[config.mk]
export PLATFORM = sky130hd
export DESIGN_NAME = slpec_ctrl
export DESIGN_NICKNAME = d
export VERILOG_FILES = /design/src/rtl/slpec_pkg.sv /design/src/rtl/slpec_sync_if.sv /design/src/rtl/slpec_ctrl.sv /design/src/rtl/slpec_sync.sv
export VERILOG_INCLUDE_DIRS = /design/src /design/src/rtl
export SDC_FILE = /design/constraint.sdc
export NUM_CORES = 1
export LEC_CHECK = 0
export ABC_AREA = 1
export BUFFER_PORTS_ARGS = -buffer_cell sky130_fd_sc_hd__buf_2
export CAP_MARGIN = 10
export CORE_MARGIN = 4
export CORE_UTILIZATION = 52
export CTS_BUF_LIST = sky130_fd_sc_hd__clkbuf_8
export CTS_CLUSTER_DIAMETER = 40
export CTS_CLUSTER_SIZE = 16
export DETAILED_ROUTE_END_ITERATION = 8
export PLACE_DENSITY = 0.74
export SLEW_MARGIN = 20
export SYNTH_ARGS = -nofsm -noshare
export SYNTH_HDL_FRONTEND = slang
export SYNTH_SLANG_ARGS = --single-unit
[constraint.sdc]
create_clock -name core_clk -period 2.05 [get_ports core_clk]
set_clock_uncertainty 0.15 [all_clocks]
set_input_delay 0 -clock core_clk [delete_from_list [all_inputs] [get_ports core_clk]]
set_output_delay 0 -clock core_clk [all_outputs]
set_load 0.005 [all_outputs]
[src/rtl/slpec_consts.svh]
/*
 * Constants for the static low-power entry controller: sync field
 * positions, default sizes and reset values.
 * Assumes it is included by bare name from rtl/ files only.
 */
// Contract
// - static state keeps storage, drives safe I/O
// - first variant: freeze pin alone enters
// - second variant: wait for qualifying signal
// - power loss drops memory, I/O, register state (code only clears ctx_valid and stream state; pads and fsm kept)
// - controller reloads state; device restores it
`ifndef SLPEC_CONSTS_SVH
`define SLPEC_CONSTS_SVH

`define SLPEC_SYNC_W        2
`define SLPEC_SYNC_FREEZE   0
`define SLPEC_SYNC_QUAL     1

`define SLPEC_DATA_W_DEF    8
`define SLPEC_DEPTH_DEF     16
`define SLPEC_IO_W_DEF      8

`define SLPEC_SAFE_OUT_DEF  8'h00
`define SLPEC_SAFE_OE_DEF   8'h00

`endif

[src/rtl/slpec_pkg.sv]
/*
 * Types for the static low-power entry controller.
 * Assumes nothing beyond a SystemVerilog compiler.
 */
package slpec_pkg;

	typedef enum logic [1:0] {
		SLPEC_RUN       = 2'b00,
		SLPEC_WAIT_QUAL = 2'b01,
		SLPEC_FROZEN    = 2'b10
	} slpec_fsm_t;

	typedef enum logic [1:0] {
		SLPEC_X_IDLE    = 2'b00,
		SLPEC_X_SAVE    = 2'b01,
		SLPEC_X_RESTORE = 2'b10
	} slpec_xfer_t;

endpackage

[src/rtl/slpec_sync_if.sv]
/*
 * Interface carrying raw pin levels into the synchroniser and the
 * synchronised levels back out.
 * Assumes both ends share core_clk.
 */
`timescale 1ns/1ps
`include "slpec_consts.svh"

interface slpec_sync_if;
	logic [`SLPEC_SYNC_W-1:0] raw;
	logic [`SLPEC_SYNC_W-1:0] synced;

	modport sync
	(
		input  raw,
		output synced
	);

	modport user
	(
		output raw,
		input  synced
	);
endinterface

[src/rtl/slpec_ctrl.sv]
/*
 * Static low-power entry controller: two entry variants, pad
 * freezing, context memory with save and restore streams.
 * Assumes the context controller and user logic run on core_clk;
 * only the freeze and qualify pins are asynchronous.
 */
`timescale 1ns/1ps
`include "slpec_consts.svh"

module slpec_ctrl
#(
	parameter int                 DATA_W   = `SLPEC_DATA_W_DEF,
	parameter int                 DEPTH    = `SLPEC_DEPTH_DEF,
	parameter int                 IO_W     = `SLPEC_IO_W_DEF,
	parameter logic [IO_W-1:0]    SAFE_OUT = `SLPEC_SAFE_OUT_DEF,
	parameter logic [IO_W-1:0]    SAFE_OE  = `SLPEC_SAFE_OE_DEF
)
(
	// clock and reset
	input  wire logic                      core_clk,
	input  wire logic                      srst,
	// entry control
	input  wire logic                      freeze_request_pin,
	input  wire logic                      qualify_pin,
	input  wire logic                      qualify_int,
	input  wire logic                      entry_type2,
	// status
	output logic                           frozen,
	output logic                           holdoff,
	output slpec_pkg::slpec_fsm_t          state,
	// pads
	input  wire logic [IO_W-1:0]           io_out_in,
	input  wire logic [IO_W-1:0]           io_oe_in,
	output logic [IO_W-1:0]                io_out,
	output logic [IO_W-1:0]                io_oe,
	// user context port
	input  wire logic                      ctx_we,
	input  wire logic [$clog2(DEPTH)-1:0]  ctx_addr,
	input  wire logic [DATA_W-1:0]         ctx_wdata,
	output logic [DATA_W-1:0]              ctx_rdata,
	output logic                           ctx_valid,
	// power
	input  wire logic                      core_pwr_good,
	input  wire logic                      cold_start,
	// save stream to controller
	input  wire logic                      save_start,
	input  wire logic                      save_ready,
	output logic                           save_valid,
	output logic [DATA_W-1:0]              save_data,
	output logic                           save_last,
	// restore stream from controller
	input  wire logic                      restore_start,
	input  wire logic                      restore_valid,
	input  wire logic [DATA_W-1:0]         restore_data,
	output logic                           restore_done
);
	import slpec_pkg::*;

	localparam int AW = $clog2(DEPTH);

	generate
		if (DEPTH < 2 || (DEPTH & (DEPTH - 1)) != 0 || DATA_W < 1
			|| IO_W < 1)
		begin : g_bad_param
			$error("slpec_ctrl: DEPTH must be a power of two >= 2");
		end
	endgenerate

	typedef struct packed {
		slpec_fsm_t        fsm;
		slpec_xfer_t       xfer;
		logic [AW-1:0]     cnt;
		logic              ctx_valid;
		logic [IO_W-1:0]   io_out;
		logic [IO_W-1:0]   io_oe;
		logic              frozen;
		logic              holdoff;
		logic [DATA_W-1:0] rdata;
		logic              sv_valid;
		logic [DATA_W-1:0] sv_data;
		logic              sv_last;
		logic              rs_done;
	} slpec_state_t;

	slpec_state_t      st_r;
	slpec_state_t      st_nxt;
	logic [DATA_W-1:0] mem [DEPTH];
	logic              mem_we;
	logic [AW-1:0]     mem_waddr;
	logic [DATA_W-1:0] mem_wdata;
	logic              freeze_s;
	logic              qual_s;
	logic              user_wr_ok;

	slpec_sync_if sync_if ();

	assign sync_if.raw[`SLPEC_SYNC_FREEZE] = freeze_request_pin;
	assign sync_if.raw[`SLPEC_SYNC_QUAL]   = qualify_pin;

	slpec_sync u_sync
	(
		.core_clk (core_clk),
		.srst     (srst),
		.port_if  (sync_if)
	);

	assign freeze_s = sync_if.synced[`SLPEC_SYNC_FREEZE];
	// internal source is already on core_clk
	assign qual_s = sync_if.synced[`SLPEC_SYNC_QUAL] | qualify_int;

	// user writes only while running, idle and holding valid context
	assign user_wr_ok = ctx_we && st_r.fsm == SLPEC_RUN
		&& st_r.xfer == SLPEC_X_IDLE && st_r.ctx_valid
		&& core_pwr_good;

	always_comb
	begin
		st_nxt    = st_r;
		mem_we    = 1'b0;
		mem_waddr = ctx_addr;
		mem_wdata = ctx_wdata;

		// entry and exit
		unique case (st_r.fsm)
			SLPEC_RUN:
			begin
				if (freeze_s)
				begin
					st_nxt.fsm = entry_type2 ? SLPEC_WAIT_QUAL
						: SLPEC_FROZEN;
				end
			end
			SLPEC_WAIT_QUAL:
			begin
				// relies on user logic having quiesced first
				if (!freeze_s)
				begin
					st_nxt.fsm = SLPEC_RUN;
				end
				else if (qual_s)
				begin
					st_nxt.fsm = SLPEC_FROZEN;
				end
			end
			SLPEC_FROZEN:
			begin
				if (!freeze_s)
				begin
					st_nxt.fsm = SLPEC_RUN;
				end
			end
			default:
			begin
				st_nxt.fsm = SLPEC_RUN;
			end
		endcase

		st_nxt.frozen  = st_nxt.fsm == SLPEC_FROZEN;
		st_nxt.holdoff = st_nxt.fsm == SLPEC_WAIT_QUAL;
		// pads parked for the whole static state
		st_nxt.io_out = st_nxt.frozen ? SAFE_OUT : io_out_in;
		st_nxt.io_oe  = st_nxt.frozen ? SAFE_OE : io_oe_in;

		if (user_wr_ok)
		begin
			mem_we = 1'b1;
		end

		// context streams
		unique case (st_r.xfer)
			SLPEC_X_IDLE:
			begin
				if (restore_start)
				begin
					st_nxt.xfer      = SLPEC_X_RESTORE;
					st_nxt.cnt       = '0;
					st_nxt.ctx_valid = 1'b0;
					st_nxt.rs_done   = 1'b0;
				end
				else if (save_start && st_r.ctx_valid)
				begin
					st_nxt.xfer = SLPEC_X_SAVE;
					st_nxt.cnt  = '0;
				end
				else if (cold_start)
				begin
					st_nxt.ctx_valid = 1'b1;
				end
			end
			SLPEC_X_SAVE:
			begin
				if (!st_r.sv_valid || save_ready)
				begin
					if (st_r.sv_valid && st_r.sv_last)
					begin
						st_nxt.sv_valid = 1'b0;
						st_nxt.sv_last  = 1'b0;
						st_nxt.xfer     = SLPEC_X_IDLE;
					end
					else
					begin
						st_nxt.sv_valid = 1'b1;
						st_nxt.sv_data  = mem[st_r.cnt];
						st_nxt.sv_last  = st_r.cnt == AW'(DEPTH - 1);
						st_nxt.cnt      = st_r.cnt + 1'b1;
					end
				end
			end
			SLPEC_X_RESTORE:
			begin
				if (restore_valid)
				begin
					mem_we     = 1'b1;
					mem_waddr  = st_r.cnt;
					mem_wdata  = restore_data;
					st_nxt.cnt = st_r.cnt + 1'b1;
					if (st_r.cnt == AW'(DEPTH - 1))
					begin
						st_nxt.xfer      = SLPEC_X_IDLE;
						st_nxt.ctx_valid = 1'b1;
						st_nxt.rs_done   = 1'b1;
					end
				end
			end
			default:
			begin
				st_nxt.xfer = SLPEC_X_IDLE;
			end
		endcase

		st_nxt.rdata = st_r.ctx_valid ? mem[ctx_addr] : '0;

		// core power gone: stored context is no longer trusted
		if (!core_pwr_good)
		begin
			st_nxt.ctx_valid = 1'b0;
			st_nxt.xfer      = SLPEC_X_IDLE;
			st_nxt.sv_valid  = 1'b0;
			st_nxt.sv_last   = 1'b0;
			st_nxt.rs_done   = 1'b0;
			mem_we           = 1'b0;
		end

		if (srst)
		begin
			st_nxt        = '0;
			st_nxt.fsm    = SLPEC_RUN;
			st_nxt.xfer   = SLPEC_X_IDLE;
			st_nxt.io_out = SAFE_OUT;
			st_nxt.io_oe  = SAFE_OE;
			mem_we        = 1'b0;
		end
	end

	always_ff @(posedge core_clk)
	begin
		st_r <= st_nxt;
	end

	// no reset on storage: contents survive the static state
	always_ff @(posedge core_clk)
	begin
		if (mem_we)
		begin
			mem[mem_waddr] <= mem_wdata;
		end
	end

	assign frozen       = st_r.frozen;
	assign holdoff      = st_r.holdoff;
	assign state        = st_r.fsm;
	assign io_out       = st_r.io_out;
	assign io_oe        = st_r.io_oe;
	assign ctx_rdata    = st_r.rdata;
	assign ctx_valid    = st_r.ctx_valid;
	assign save_valid   = st_r.sv_valid;
	assign save_data    = st_r.sv_data;
	assign save_last    = st_r.sv_last;
	assign restore_done = st_r.rs_done;
endmodule // slpec_ctrl

[src/rtl/slpec_sync.sv]
/*
 * Two-flop synchroniser for the freeze and qualify pins.
 * Assumes pins are asynchronous to core_clk.
 */
`timescale 1ns/1ps
`include "slpec_consts.svh"

module slpec_sync
(
	// clock and reset
	input wire logic core_clk,
	input wire logic srst,
	// pin levels in, synchronised levels out
	slpec_sync_if.sync port_if
);
	import slpec_pkg::*;

	typedef struct packed {
		logic [`SLPEC_SYNC_W-1:0] meta;
		logic [`SLPEC_SYNC_W-1:0] stable;
	} slpec_sync_st_t;

	slpec_sync_st_t st_r;
	slpec_sync_st_t st_nxt;

	// first stage feeds only the second
	always_comb
	begin
		st_nxt.meta   = port_if.raw;
		st_nxt.stable = st_r.meta;
		if (srst)
		begin
			st_nxt = '0;
		end
	end

	always_ff @(posedge core_clk)
	begin
		st_r <= st_nxt;
	end

	assign port_if.synced = st_r.stable;
endmodule // slpec_sync

# == After elaboration in Yosys (flattened, before gate mapping) ==
# Memory sizes are Yosys's and may differ from the RTL's. A register that Yosys moved wholly into a read port is not among the register bits.
# Index checks and enable logic that the tools add are counted.
# totals
regBits,34
ram_bits,128
input_bits,49
elab_cells,91
n_memories,1
# classes
addsub,1
n_eq_ne,16
muxes,35
bitwise_logic,4
reduce_logical,21
# memory_table
memory,depth,width,read_ports,rd_ports_with_merged_regs,write_ports,line,text
mem,16,8,2,2,1,slpec_ctrl.sv:87,logic [DATA_W-1:0] mem [DEPTH];
# op_table
op,n
8-bit two-way mux,2
5-bit AND reduction,3
1-bit two-way mux,14
2-bit two-way mux,7
7-bit two-way mux,2
4-bit two-way mux,3
6-bit two-way mux,2
"2-bit != test, second input constant",6
2-bit case mux with 3 select lines,2
4-bit case mux with 3 select lines,1
"2-bit by 1-bit == test with 1-bit output, second input constant",3
"2-bit == test, second input constant",3
1-bit logical AND,6
"3-bit != test, second input constant",2
2-bit OR reduction,3
"4-bit by 1-bit adder with 4-bit output, second input constant",1
"4-bit == test, second input constant",1
2-bit zero test,2
1-bit case mux with 2 select lines,2
4-bit AND reduction,1
"3-bit by 2-bit != test with 1-bit output, second input constant",1
1-bit inverter,3
3-bit AND reduction,1
3-bit nonzero test,1
other kinds (5),5

# == Longest topological paths before layout ==
# Gate-level depths: netlist (run 1).
# depth
word_depth,12
mapped_depth,12

# == By module ==
# A second synthesis (run 1) with hierarchy kept.
# hier_totals
cells_unflattened,1102
area_unflattened_um2,9049.9
# modules_own_cells
mod,instances,cells_per_inst,area_per_inst_um2,seq_area_each_um2
slpec_ctrl,1,1088,8924.8,4764.6
slpec_sync,1,14,125.1,80.1

# == Worst setup path before layout (run 1) ==
# Ideal clock, no wire load.
# synth_timing
path_type,reg2reg
from,register st_r[42] in the netlist's numbering
to,"memory mem[0][0] in the netlist's numbering, enable pin"
arrival_time_ps,1586
required_ps,1530
path_slack_ps,-57
stages_incl_launch_ff,9
path_buffers,1
period_less_slack_ps,2107
cell_sequence,dfxtp_1 inv_1 ha_1 nand2_2 buf_6 nand2_1 o21ai_1 nand2_1 nor2_1
# synth_via
elab_chain_cells,11
elab_cells_between_ends,13
cone_classes,eq/ne: 1; mux: 8; reduce/logical: 4
# synth_rtl
element,line,text
"start, declared",slpec_ctrl.sv:85,slpec_state_t st_r;
"start signal, assigned",slpec_ctrl.sv:257,st_r <= st_nxt;
2-bit zero test,slpec_ctrl.sv:113,&& st_r.xfer == SLPEC_X_IDLE && st_r.ctx_valid
1-bit logical AND (2 in a row),slpec_ctrl.sv:113,
1-bit logical AND,slpec_ctrl.sv:114,&& core_pwr_good;
1-bit two-way mux,slpec_ctrl.sv:164,if (user_wr_ok)
1-bit two-way mux,slpec_ctrl.sv:211,if (restore_valid)
1-bit two-way mux,slpec_ctrl.sv:170,unique case (st_r.xfer)
1-bit two-way mux,slpec_ctrl.sv:234,if (!core_pwr_good)
1-bit two-way mux,slpec_ctrl.sv:244,if (srst)
1-bit two-way mux,slpec_ctrl.sv:263,if (mem_we)
1-bit two-way mux (implied by the code),slpec_ctrl.sv:265,mem[mem_waddr] <= mem_wdata;
"end, declared",slpec_ctrl.sv:87,
# Several ways; a longest one is shown, not always the timed one.

# == Worst setup path after layout (run 1) ==
# layout_timing
from,register st_r[43] in the netlist's numbering
to,"memory mem[3][4] in the netlist's numbering, enable pin"
# The elaborated chain is that of the path after synthesis.

==> run metrics, run 1 <==
Hold Crit Endpoint=mem[14][0]; Seq/Total Area, Yosys=0.539; WP data required=2.08 ns; commonest non-fill, non-tap cell in the layout=nand2_1; Fillers=1,395; Rows=47; Synth Instances=1,100; Routed Antenna Nets=0; MaxCap Viol Count=0; post-DR vias/cell=5.37; FF-to-FF setup slack=0.07 ns; Worst Hold Depth=2; Period minus WS final=1.98 ns; GRT overflow=0; starting density of the core=0.536; cell depth of the worst flop-to-flop path=8; crit path DAT=2.01 ns; Die X-Extent=139 µm; status=complete, no violations; I/O pins=89; Detail Placement HPWL=17.6 mm; Worst R2R End=mem[3][4]; Reg clk slew, reported paths=0.11 ns; Worst setup EP type=flop; FMAX=505 MHz; Final Wtd Congestion=0.977; Core ar.=16,800 µm²; syn nets=1,153; Hold/Removal Path Class=input port to flop; final std cells w/o fill=1,429; drt first pass iters=6; DRC=0; Worst slew margin=0.488; post-route clock period utilization=0.966; Clock Sink Count=178; routed via count=7,680; hold path start=restore_data[0]; cell area after synthesis=8980 µm²; final wirelength=25.6 mm; Startpoint Class=flop; Layout Area Growth over Synthesis=15.4%; max incr delay on CP=0.36 ns; post-synth cell types=26; nets=1,249; CTS Buf Count=17; Die Area=19,400 µm²; reg2reg start=st_r[43]; I/O Buffers=88; Static Leak=4.74 nW; cell taking the most area after synthesis=edfxtp_1; worst skew pair latency=0.47 ns; Root Buffer=clkbuf_8; Pwr Density=718 nW/µm²; hold slack final=0.00769 ns; post-synthesis register bit count=178; final hold violation count=0; Syn. warnings=0; main area contributors after synthesis=edfxtp_1 43%, nand2_1 15%, dfxtp_1 11%; Final Power=7.45 mW; die extent in y=139 µm; Max FO, Critical Path=8; CTS tree=built; syn avg cell area=8.17 µm²; vias in the first global route=6,919; Worst VDD drop=0.523 mV; first-pass GRT wire length=38.5 mm; initial DRC count=1,168; WL/cell=17.9 µm; placed cell count=1,364; top-area cell type share of the netlist area=0.428; Slew Limit Fails=0; delay-heaviest family, CP=buffers and inverters; slowest CP cell=dfxtp_1; CP Cell Sequence=inv_2, ha_4, nand4_1, a21oi_4, buf_12, nand3_2, nor2_1, buf_4; initial antenna violation count=0; CP Buf/Inv Count=3; Max clock buf depth=2; H-tree depth=4; Finish-stage setup viols=0; most frequent cells in the layout=347 x nand2_1, 182 x nand3_1, 138 x inv_1, 128 x edfxtp_1, 88 x buf_2; Antenna diodes=0; Slew @ Worst Pin=0.767 ns; largest net degree at the start of global routing=73; critical setup path kind=flop to flop; GR Util All Layers=0.258; layout cells sized above 1=0.165
[flip-flops by register name, indices dropped and copies added (netlist names)]
register,flops
ctx_rdata,8
st_r,6
ctx_valid,1
mem,128
u_sync.st_r,2
save_last,1
holdoff,1
save_valid,1
io_out,8
frozen,1
state,2
save_data,8
restore_done,1
u_sync.port_if.synced,2
io_oe,8
[per-stage QoR]
stage               area, µm²  utilization  setup slack [ns]  TNS, ns
CTS                     10300        0.612           0.00412        0
global route            10400        0.619           -0.0177   -0.213
detailed placement       9500        0.567           -0.0580    -1.47
floorplan                8980            -           -0.0566    -6.09
global placement         9500        0.567           -0.0121  -0.0960
finish                  10400        0.619            0.0693        0
[synthesized netlist by cell type]
cell type,instances
a21oi_1,18
a21oi_2,1
and2_1,1
buf_2,23
buf_4,44
buf_6,7
clkbuf_1,13
clkinv_1,2
dfxtp_1,50
edfxtp_1,128
ha_1,4
inv_1,142
inv_2,4
mux2_2,8
nand2_1,350
nand2_2,1
nand3_1,186
nand4_1,4
nor2_1,84
nor2_2,1
nor3_1,2
o211ai_1,8
o21a_1,1
o21ai_0,12
o21ai_1,5
or2_2,1
[logic make-up after synthesis]
family	synth area share
adders and majority gates	0.00557
AOI/OAI and AO/OA	0.0280
and+or+nand+nor	0.292
buffers and inverters	0.126
muxes	0.0100
DFF	0.539
[final cells by class]
| type | instances | area [µm²] | share of cell area |
|---|---|---|---|
| Clock buffer | 17 | 234 | 0.0226 |
| Clock inverter | 15 | 185 | 0.0179 |
| Inverter | 148 | 556 | 0.0536 |
| Multi-Input combinational cell | 687 | 3120 | 0.301 |
| Sequential cell | 178 | 4850 | 0.467 |
| Tap cell | 220 | 275 | 0.0265 |
| Timing Repair Buffer | 164 | 1150 | 0.111 |
[worst register-to-register path: cells and delay by family (launching register included)]
kind,cells,cell delay [ns]
AO/OA/AOI/OAI,1,0.21
flip-flops,1,0.36
buffers and inverters,3,0.43
AND/OR/NAND/NOR,3,0.40
adder cells (fa/ha/maj),1,0.15
[power breakdown]
group	total [mW]	switching [mW]	internal [mW]
sequential	3.96	0.0370	3.92
clock	2.53	1.39	1.14
combinational	0.960	0.611	0.349
[per-layer routing]
layer	global-route usage	share of wire	up-vias	routed length, µm
li1	-	-	3666	-
met1	0.379	0.42	3430	10600
met2	0.348	0.41	524	10500
met3	0.115	0.15	60	3880
met4	0.0659	0.023	0	597
met5	0	0	-	0
[what timing repair did]
action | CTS | global route
hold buffers | 32 | 0
buffers inserted | 0 | 1
endpoints found under the hold margin | 48 | 0
pin swaps | 0 | 2
setup endpoints to repair | 79 | 130
resized for setup | 3 | 24
cloned | 0 | 0
[worst max path at each step]
stage	start	end	slack, ns	depth (start not counted)
6_report	st_r[43]	mem[3][4]	0.07	8
5_1_grt	st_r[43]	mem[1][2]	-0.02	8
4_1_cts	st_r[43]	mem[12][5]	0.004	7
3_5_place_dp	st_r[42]	mem[12][4]	-0.06	7
3_3_place_gp	st_r[42]	mem[10][5]	-0.01	7
2_1_floorplan	st_r[42]	mem[0][0]	-0.06	8
Note: power is estimated with default switching activity, not from simulation.
==> run 2, diff against run 1 <==
CORE_UTILIZATION = 56   (was 52)
PLACE_DENSITY = 0.79   (was 0.74)
==> run 2 against run 1 <==
  * Critical path depth is 1 lower
  * Global-route usage is 2.1 points higher
  * Wire length is 0.83% lower
  * Clock power is 2% higher
  * Via count is 1.2% higher
  * Worst setup slack worse by 0.022 ns
  * Sequential power hardly changed
  * Critical path type unchanged
  * Largest cell class unchanged
==> run metrics, run 2 (synthesis gave the netlist of run 1 again) <==
starting density of the core=0.568 (+0.0316); Hold/Removal Path Class=input port to flop; crit path DAT=2.03 ns (+0.02 ns); post-route clock period utilization=0.977 (+0.0107); nets=1,252 (+0.24%); FF-to-FF setup slack=0.05 ns (-0.02 ns); Slew @ Worst Pin=0.563 ns (-0.204 ns); Die Area=18,100 µm² (-6.7%); final worst slack=0.0473 ns (-0.0220 ns); initial antenna violation count=0 (unchanged); Static Leak=4.78 nW (+0.77%); GR Util All Layers=0.279 (+0.0209); Die X-Extent=135 µm (-3.4%); Startpoint Class=flop; die extent in y=135 µm (-3.4%); I/O Buffers=88 (unchanged); H-tree depth=4 (unchanged); RSZ-0062 raised after global routing=yes; worst skew pair latency=0.47 ns (about the same); Core ar.=15,800 µm² (-5.6%); final std cells w/o fill=1,428 (-0.070%); Max clock buf depth=2 (unchanged); Worst Hold Depth=2 (unchanged); WL/cell=17.8 µm (-0.76%); final hold violation count=0 (unchanged); Rows=46 (-2.1%); I/O pins=89 (unchanged); Fillers=1,282 (-8.1%); Slew Limit Fails=0 (unchanged); FMAX=499 MHz (-1.1%); Reg clk slew, reported paths=0.10 ns (about the same); vias in the first global route=6,992 (+1.1%); Max FO, Critical Path=8 (unchanged); status=complete, no violations; cell depth of the worst flop-to-flop path=7 (-1); layout cells sized above 1=0.169 (+0.00372); Final Power=7.51 mW (+0.78%); Worst VDD drop=0.611 mV (+17%); Worst setup EP type=flop; Routed Antenna Nets=0 (unchanged); final core utilization=0.655 (+0.0366); MaxCap Viol Count=0 (unchanged); commonest non-fill, non-tap cell in the layout=nand2_1; Largest register FFs=128 (unchanged); drt first pass iters=6 (unchanged); Pwr Density=724 nW/µm² (+0.75%); largest net degree at the start of global routing=73 (unchanged); Period minus WS final=2.00 ns (+0.0220 ns); CP Launch Point=st_r[43]; crit path to=mem[9][0]; CTS Buf Count=17 (unchanged); DRC=0 (unchanged); Antenna diodes=0 (unchanged); Worst slew margin=0.624 (+0.135); Root Buffer=clkbuf_8; WP data required=2.08 ns (about the same); Clock Sink Count=178 (unchanged); Layout Area Growth over Synthesis=15.4% (about the same); post-CTS setup buffer count=0 (unchanged); Final Wtd Congestion=1.03 (+5.4%); Reg with most FFs=mem; critical setup path kind=flop to flop; CTS tree=built; first-pass GRT wire length=38.4 mm (-0.29%); routed via count=7,774 (+1.2%); post-DR vias/cell=5.44 (+1.3%); initial DRC count=1,192 (+2.1%); GRT overflow=0 (unchanged); placed cell count=1,365 (+0.073%); Detail Placement HPWL=17.6 mm (+0.16%); most frequent cells in the layout=346 x nand2_1, 182 x nand3_1, 142 x inv_1, 128 x edfxtp_1, 88 x buf_2; reg2reg start=st_r[43]; Finish-stage setup viols=0 (unchanged); final wirelength=25.4 mm (-0.83%); hold slack final=0.0179 ns (+0.0102 ns); Worst R2R End=mem[9][0]; DP Worst Slack=-0.0241 ns (+0.0339 ns)
-- run 2: cell count changes in the layout (fill, tap and decap cells not counted), sizes merged --
| cell | previous run | this run |
|---|---|---|
| clkinv | 4 | 6 |
| dlygate4sd3 | 32 | 31 |
| buf | 132 | 136 |
| clkinvlp | 2 | 0 |
-- run 2: what timing repair did --
item                                    in CTS  in global routing
endpoints found under the setup margin      37                127
hold buffers                                31                  0
pin swaps                                    0                  2
gates resized for setup                      2                 22
endpoints found under the hold margin       50                  0
-- run 2: per-layer routing --
layer  routed length, µm  track usage  vias to the layer above
li1                    -            -                     3677
met1               10400        0.411                     3490
met2               10600        0.396                      556
met3                3780       0.0935                       51
met4                 545       0.0792                        0
met5                   0            0                        -
-- run 2: layout make-up --
cell class	instances	area, µm²	share of cell area
repair buffers	167	1180	0.114
clock inverters	15	204	0.0197
multi-input cells	687	3080	0.297
well taps	216	270	0.0261
clock buffers	17	234	0.0226
flip-flops and latches	178	4850	0.467
inverters	148	556	0.0536
-- run 2: worst max-delay path: stages, from the launching register on --
cell	delay (ns)
dfxtp_2	0.34
inv_1	0.08
ha_1	0.16
nand4_1	0.17
a21oi_4	0.32
nand3_2	0.20
nor2_2	0.15
buf_6	0.15
-- run 2: power by group --
group	switching [mW]	internal (mW)
clock network	1.42	1.17
registers	0.0333	3.93
logic	0.609	0.349
-- run 2: worst min path at each step --
stage / start / to / slack [ns]
floorplan: srst / holdoff / -0.07
global placement: io_oe_in[0] / io_oe[0] / 0.06
detailed placement: qualify_pin / u_sync.st_r[3] / 0.06
CTS: restore_data[0] / mem[7][0] / 0.007
global route: restore_data[0] / mem[8][0] / 0.02
finish: restore_data[1] / mem[6][1] / 0.02
-- run 2: stage by stage --
step / TNS (ns) / cell area (µm²)
floorplan: -6.09 / 8980
global placement: 0 / 9550
detailed placement: -0.330 / 9550
CTS: 0 / 10300
global route: -1.16 / 10400
finish: 0 / 10400
==> run 3, diff against run 2 <==
CORE_UTILIZATION = 54   (was 56)
CTS_BUF_LIST = not set   (was sky130_fd_sc_hd__clkbuf_8)
PLACE_DENSITY = 0.77   (was 0.79)
==> run 3 against run 2 <==
  * Global-route usage increased by 0.52 points
  * Fmax is 1.7% lower
  * Via count increased by 1.7%
  * Sequential share of layout area decreased by 1.9 points
  * Flip-flop and latch count unchanged
  * Critical path depth is 3 higher
  * Power increased by 9.5%
==> run metrics, run 3 (synthesis gave the netlist of run 1 again) <==
post-route clock period utilization=0.994 (+0.0166); Max clock buf depth=2 (unchanged); delay-heaviest family, CP=buffers and inverters; Antenna diodes=0 (unchanged); CTS tree=built; Pwr Density=760 nW/µm² (+5.0%); critical setup path kind=flop to flop; Reg clk slew, reported paths=0.07 ns (-0.03 ns); status=complete, no violations; WP data required=2.05 ns (-0.03 ns); CTS Buf Count=17 (unchanged); CP Cell Sequence=inv_2, ha_4, nand2_8, buf_12, nand2_1, o21ai_4, inv_2, nand2_4, nor2_2, buf_6; Worst R2R End=mem[6][7]; Final Wtd Congestion=0.965 (-6.2%); wire length on met2=11.1 mm (+4.2%); post-DR vias/cell=5.53 (+1.6%); Largest register FFs=128 (unchanged); Top cell by count, worst path=inv_2; MaxCap Viol Count=0 (unchanged); max incr delay on CP=0.34 ns (about the same); final wirelength=26.5 mm (+4.4%); Worst VDD drop=0.586 mV (-4.0%); layout cells sized above 1=0.187 (+0.0178); Worst slew margin=0.623 (about the same); Static Leak=4.90 nW (+2.5%); GRT overflow=0 (unchanged); drt first pass iters=6 (unchanged); reg2reg start=st_r[42]; DP Area=9540 µm² (about the same); DRC=0 (unchanged); vias in the first global route=7,089 (+1.4%); Slew @ Worst Pin=0.563 ns (+0.000310 ns); Layout Area Growth over Synthesis=20.3%; Clock Sink Count=178 (unchanged); met1 WL=10.7 mm (+2.8%); H-tree depth=4 (unchanged); Die X-Extent=137 µm (+1.7%); WL/cell=18.5 µm (+4.2%); worst skew pair latency=0.43 ns (-0.04 ns); Root Buffer=clkbuf_16; cell depth of the worst flop-to-flop path=10 (+3); Slew Limit Fails=0 (unchanged); I/O pins=89 (unchanged); Startpoint Class=flop; commonest non-fill, non-tap cell in the layout=nand2_1; crit path to=mem[6][7]; FMAX=491 MHz (-1.7%); hold slack final=0.0594 ns (+0.0414 ns); final hold violation count=0 (unchanged); Rows=46 (unchanged); first-pass GRT wire length=39.6 mm (+3.1%); routed via count=7,906 (+1.7%); Crit path depth=10 (+3); Core ar.=16,100 µm² (+1.8%); Reg with most FFs=mem; Detail Placement HPWL=17.7 mm (+0.50%); Die Area=18,800 µm² (+3.5%); DP Worst Slack=-0.140 ns (-0.116 ns); Routed Antenna Nets=0 (unchanged); Finish-stage setup viols=0 (unchanged); die extent in y=137 µm (+1.7%); Period minus WS final=2.04 ns (+0.0340 ns); final core utilization=0.671 (+0.0155); CP Launch Point=st_r[42]; final worst slack=0.0133 ns (-0.0340 ns); Worst setup EP type=flop; initial DRC count=1,318 (+11%); initial antenna violation count=0 (unchanged); highest metal used=met4; crit path DAT=2.04 ns (about the same); CP Buf/Inv Count=4 (+2); Max FO, Critical Path=8 (unchanged); design area=10,800 µm² (+4.2%); GR Util All Layers=0.284 (+0.00516); nets=1,254 (+0.16%); slowest CP cell=dfxtp_2; Hold/Removal Path Class=input port to flop; largest net degree at the start of global routing=73 (unchanged); most frequent cells in the layout=343 x nand2_1, 182 x nand3_1, 136 x inv_1, 128 x edfxtp_1, 88 x buf_2; met3 wire len=4.04 mm (+6.9%); I/O Buffers=88 (unchanged); FF-to-FF setup slack=0.01 ns (-0.03 ns); starting density of the core=0.558 (-0.0101)
[run 3: cell count changes in the layout (fill, tap and decap cells not counted), moves of 6 or more]
cell / before / now
buf_4: 42 / 29
clkbuf_8: 17 / 0
clkbuf_16: 0 / 18
nor2_1: 76 / 69
inv_2: 4 / 10
buf_6: 1 / 12
inv_1: 142 / 136
nor2_4: 0 / 7
[run 3: metrics by stage]
step	TNS [ns]	instances	total power, mW
detailed placement	-7.63	1363	4.91
global placement	-0.126	1363	4.89
floorplan	-6.09	1100	4.66
finish	0	1430	8.22
global route	-1.44	1430	8.53
CTS	-0.167	1427	8.16
[run 3: area by class of cell]
type	instances	area (µm²)
multi-input cells	687	3250
repair buffers	169	1290
fillers	1230	5310
clock buffers	17	425
well taps	216	270
flip-flops and latches	178	4850
inverters	148	556
clock inverters	15	170
[run 3: what timing repair did]
item / 4_1_cts / 5_1_grt
gates resized for setup: 31 / 46
endpoints found under the hold margin: 50 / 0
hold buffers: 31 / 0
buffers inserted: 1 / 2
cloned: 0 / 1
pin swaps: 5 / 8
setup endpoints to repair: 128 / 215
[run 3: report_power, final]
part / total [mW] / switching (mW) / internal [mW]
clock: 3.23 / 1.49 / 1.73
combinational: 1.02 / 0.646 / 0.373
sequential: 3.97 / 0.0426 / 3.93
total: 8.22 / 2.18 / 6.03
[run 3: worst min path at each step]
stage	from	to	slack (ns)	depth (start not counted)
after detailed placement	io_oe_in[3]	io_oe[3]	0.07	3
after global placement	io_out_in[1]	io_out[1]	0.06	3
after global routing	restore_data[3]	mem[2][3]	0.08	2
after CTS	ctx_wdata[3]	mem[5][3]	0.05	2
final	ctx_wdata[3]	mem[3][3]	0.06	2
after floorplan	srst	holdoff	-0.07	1
[run 3: layer usage]
layer,vias up,track usage
met2,590,0.401
met3,63,0.0989
met1,3568,0.416
met5,-,0
met4,0,0.0798
li1,3685,-
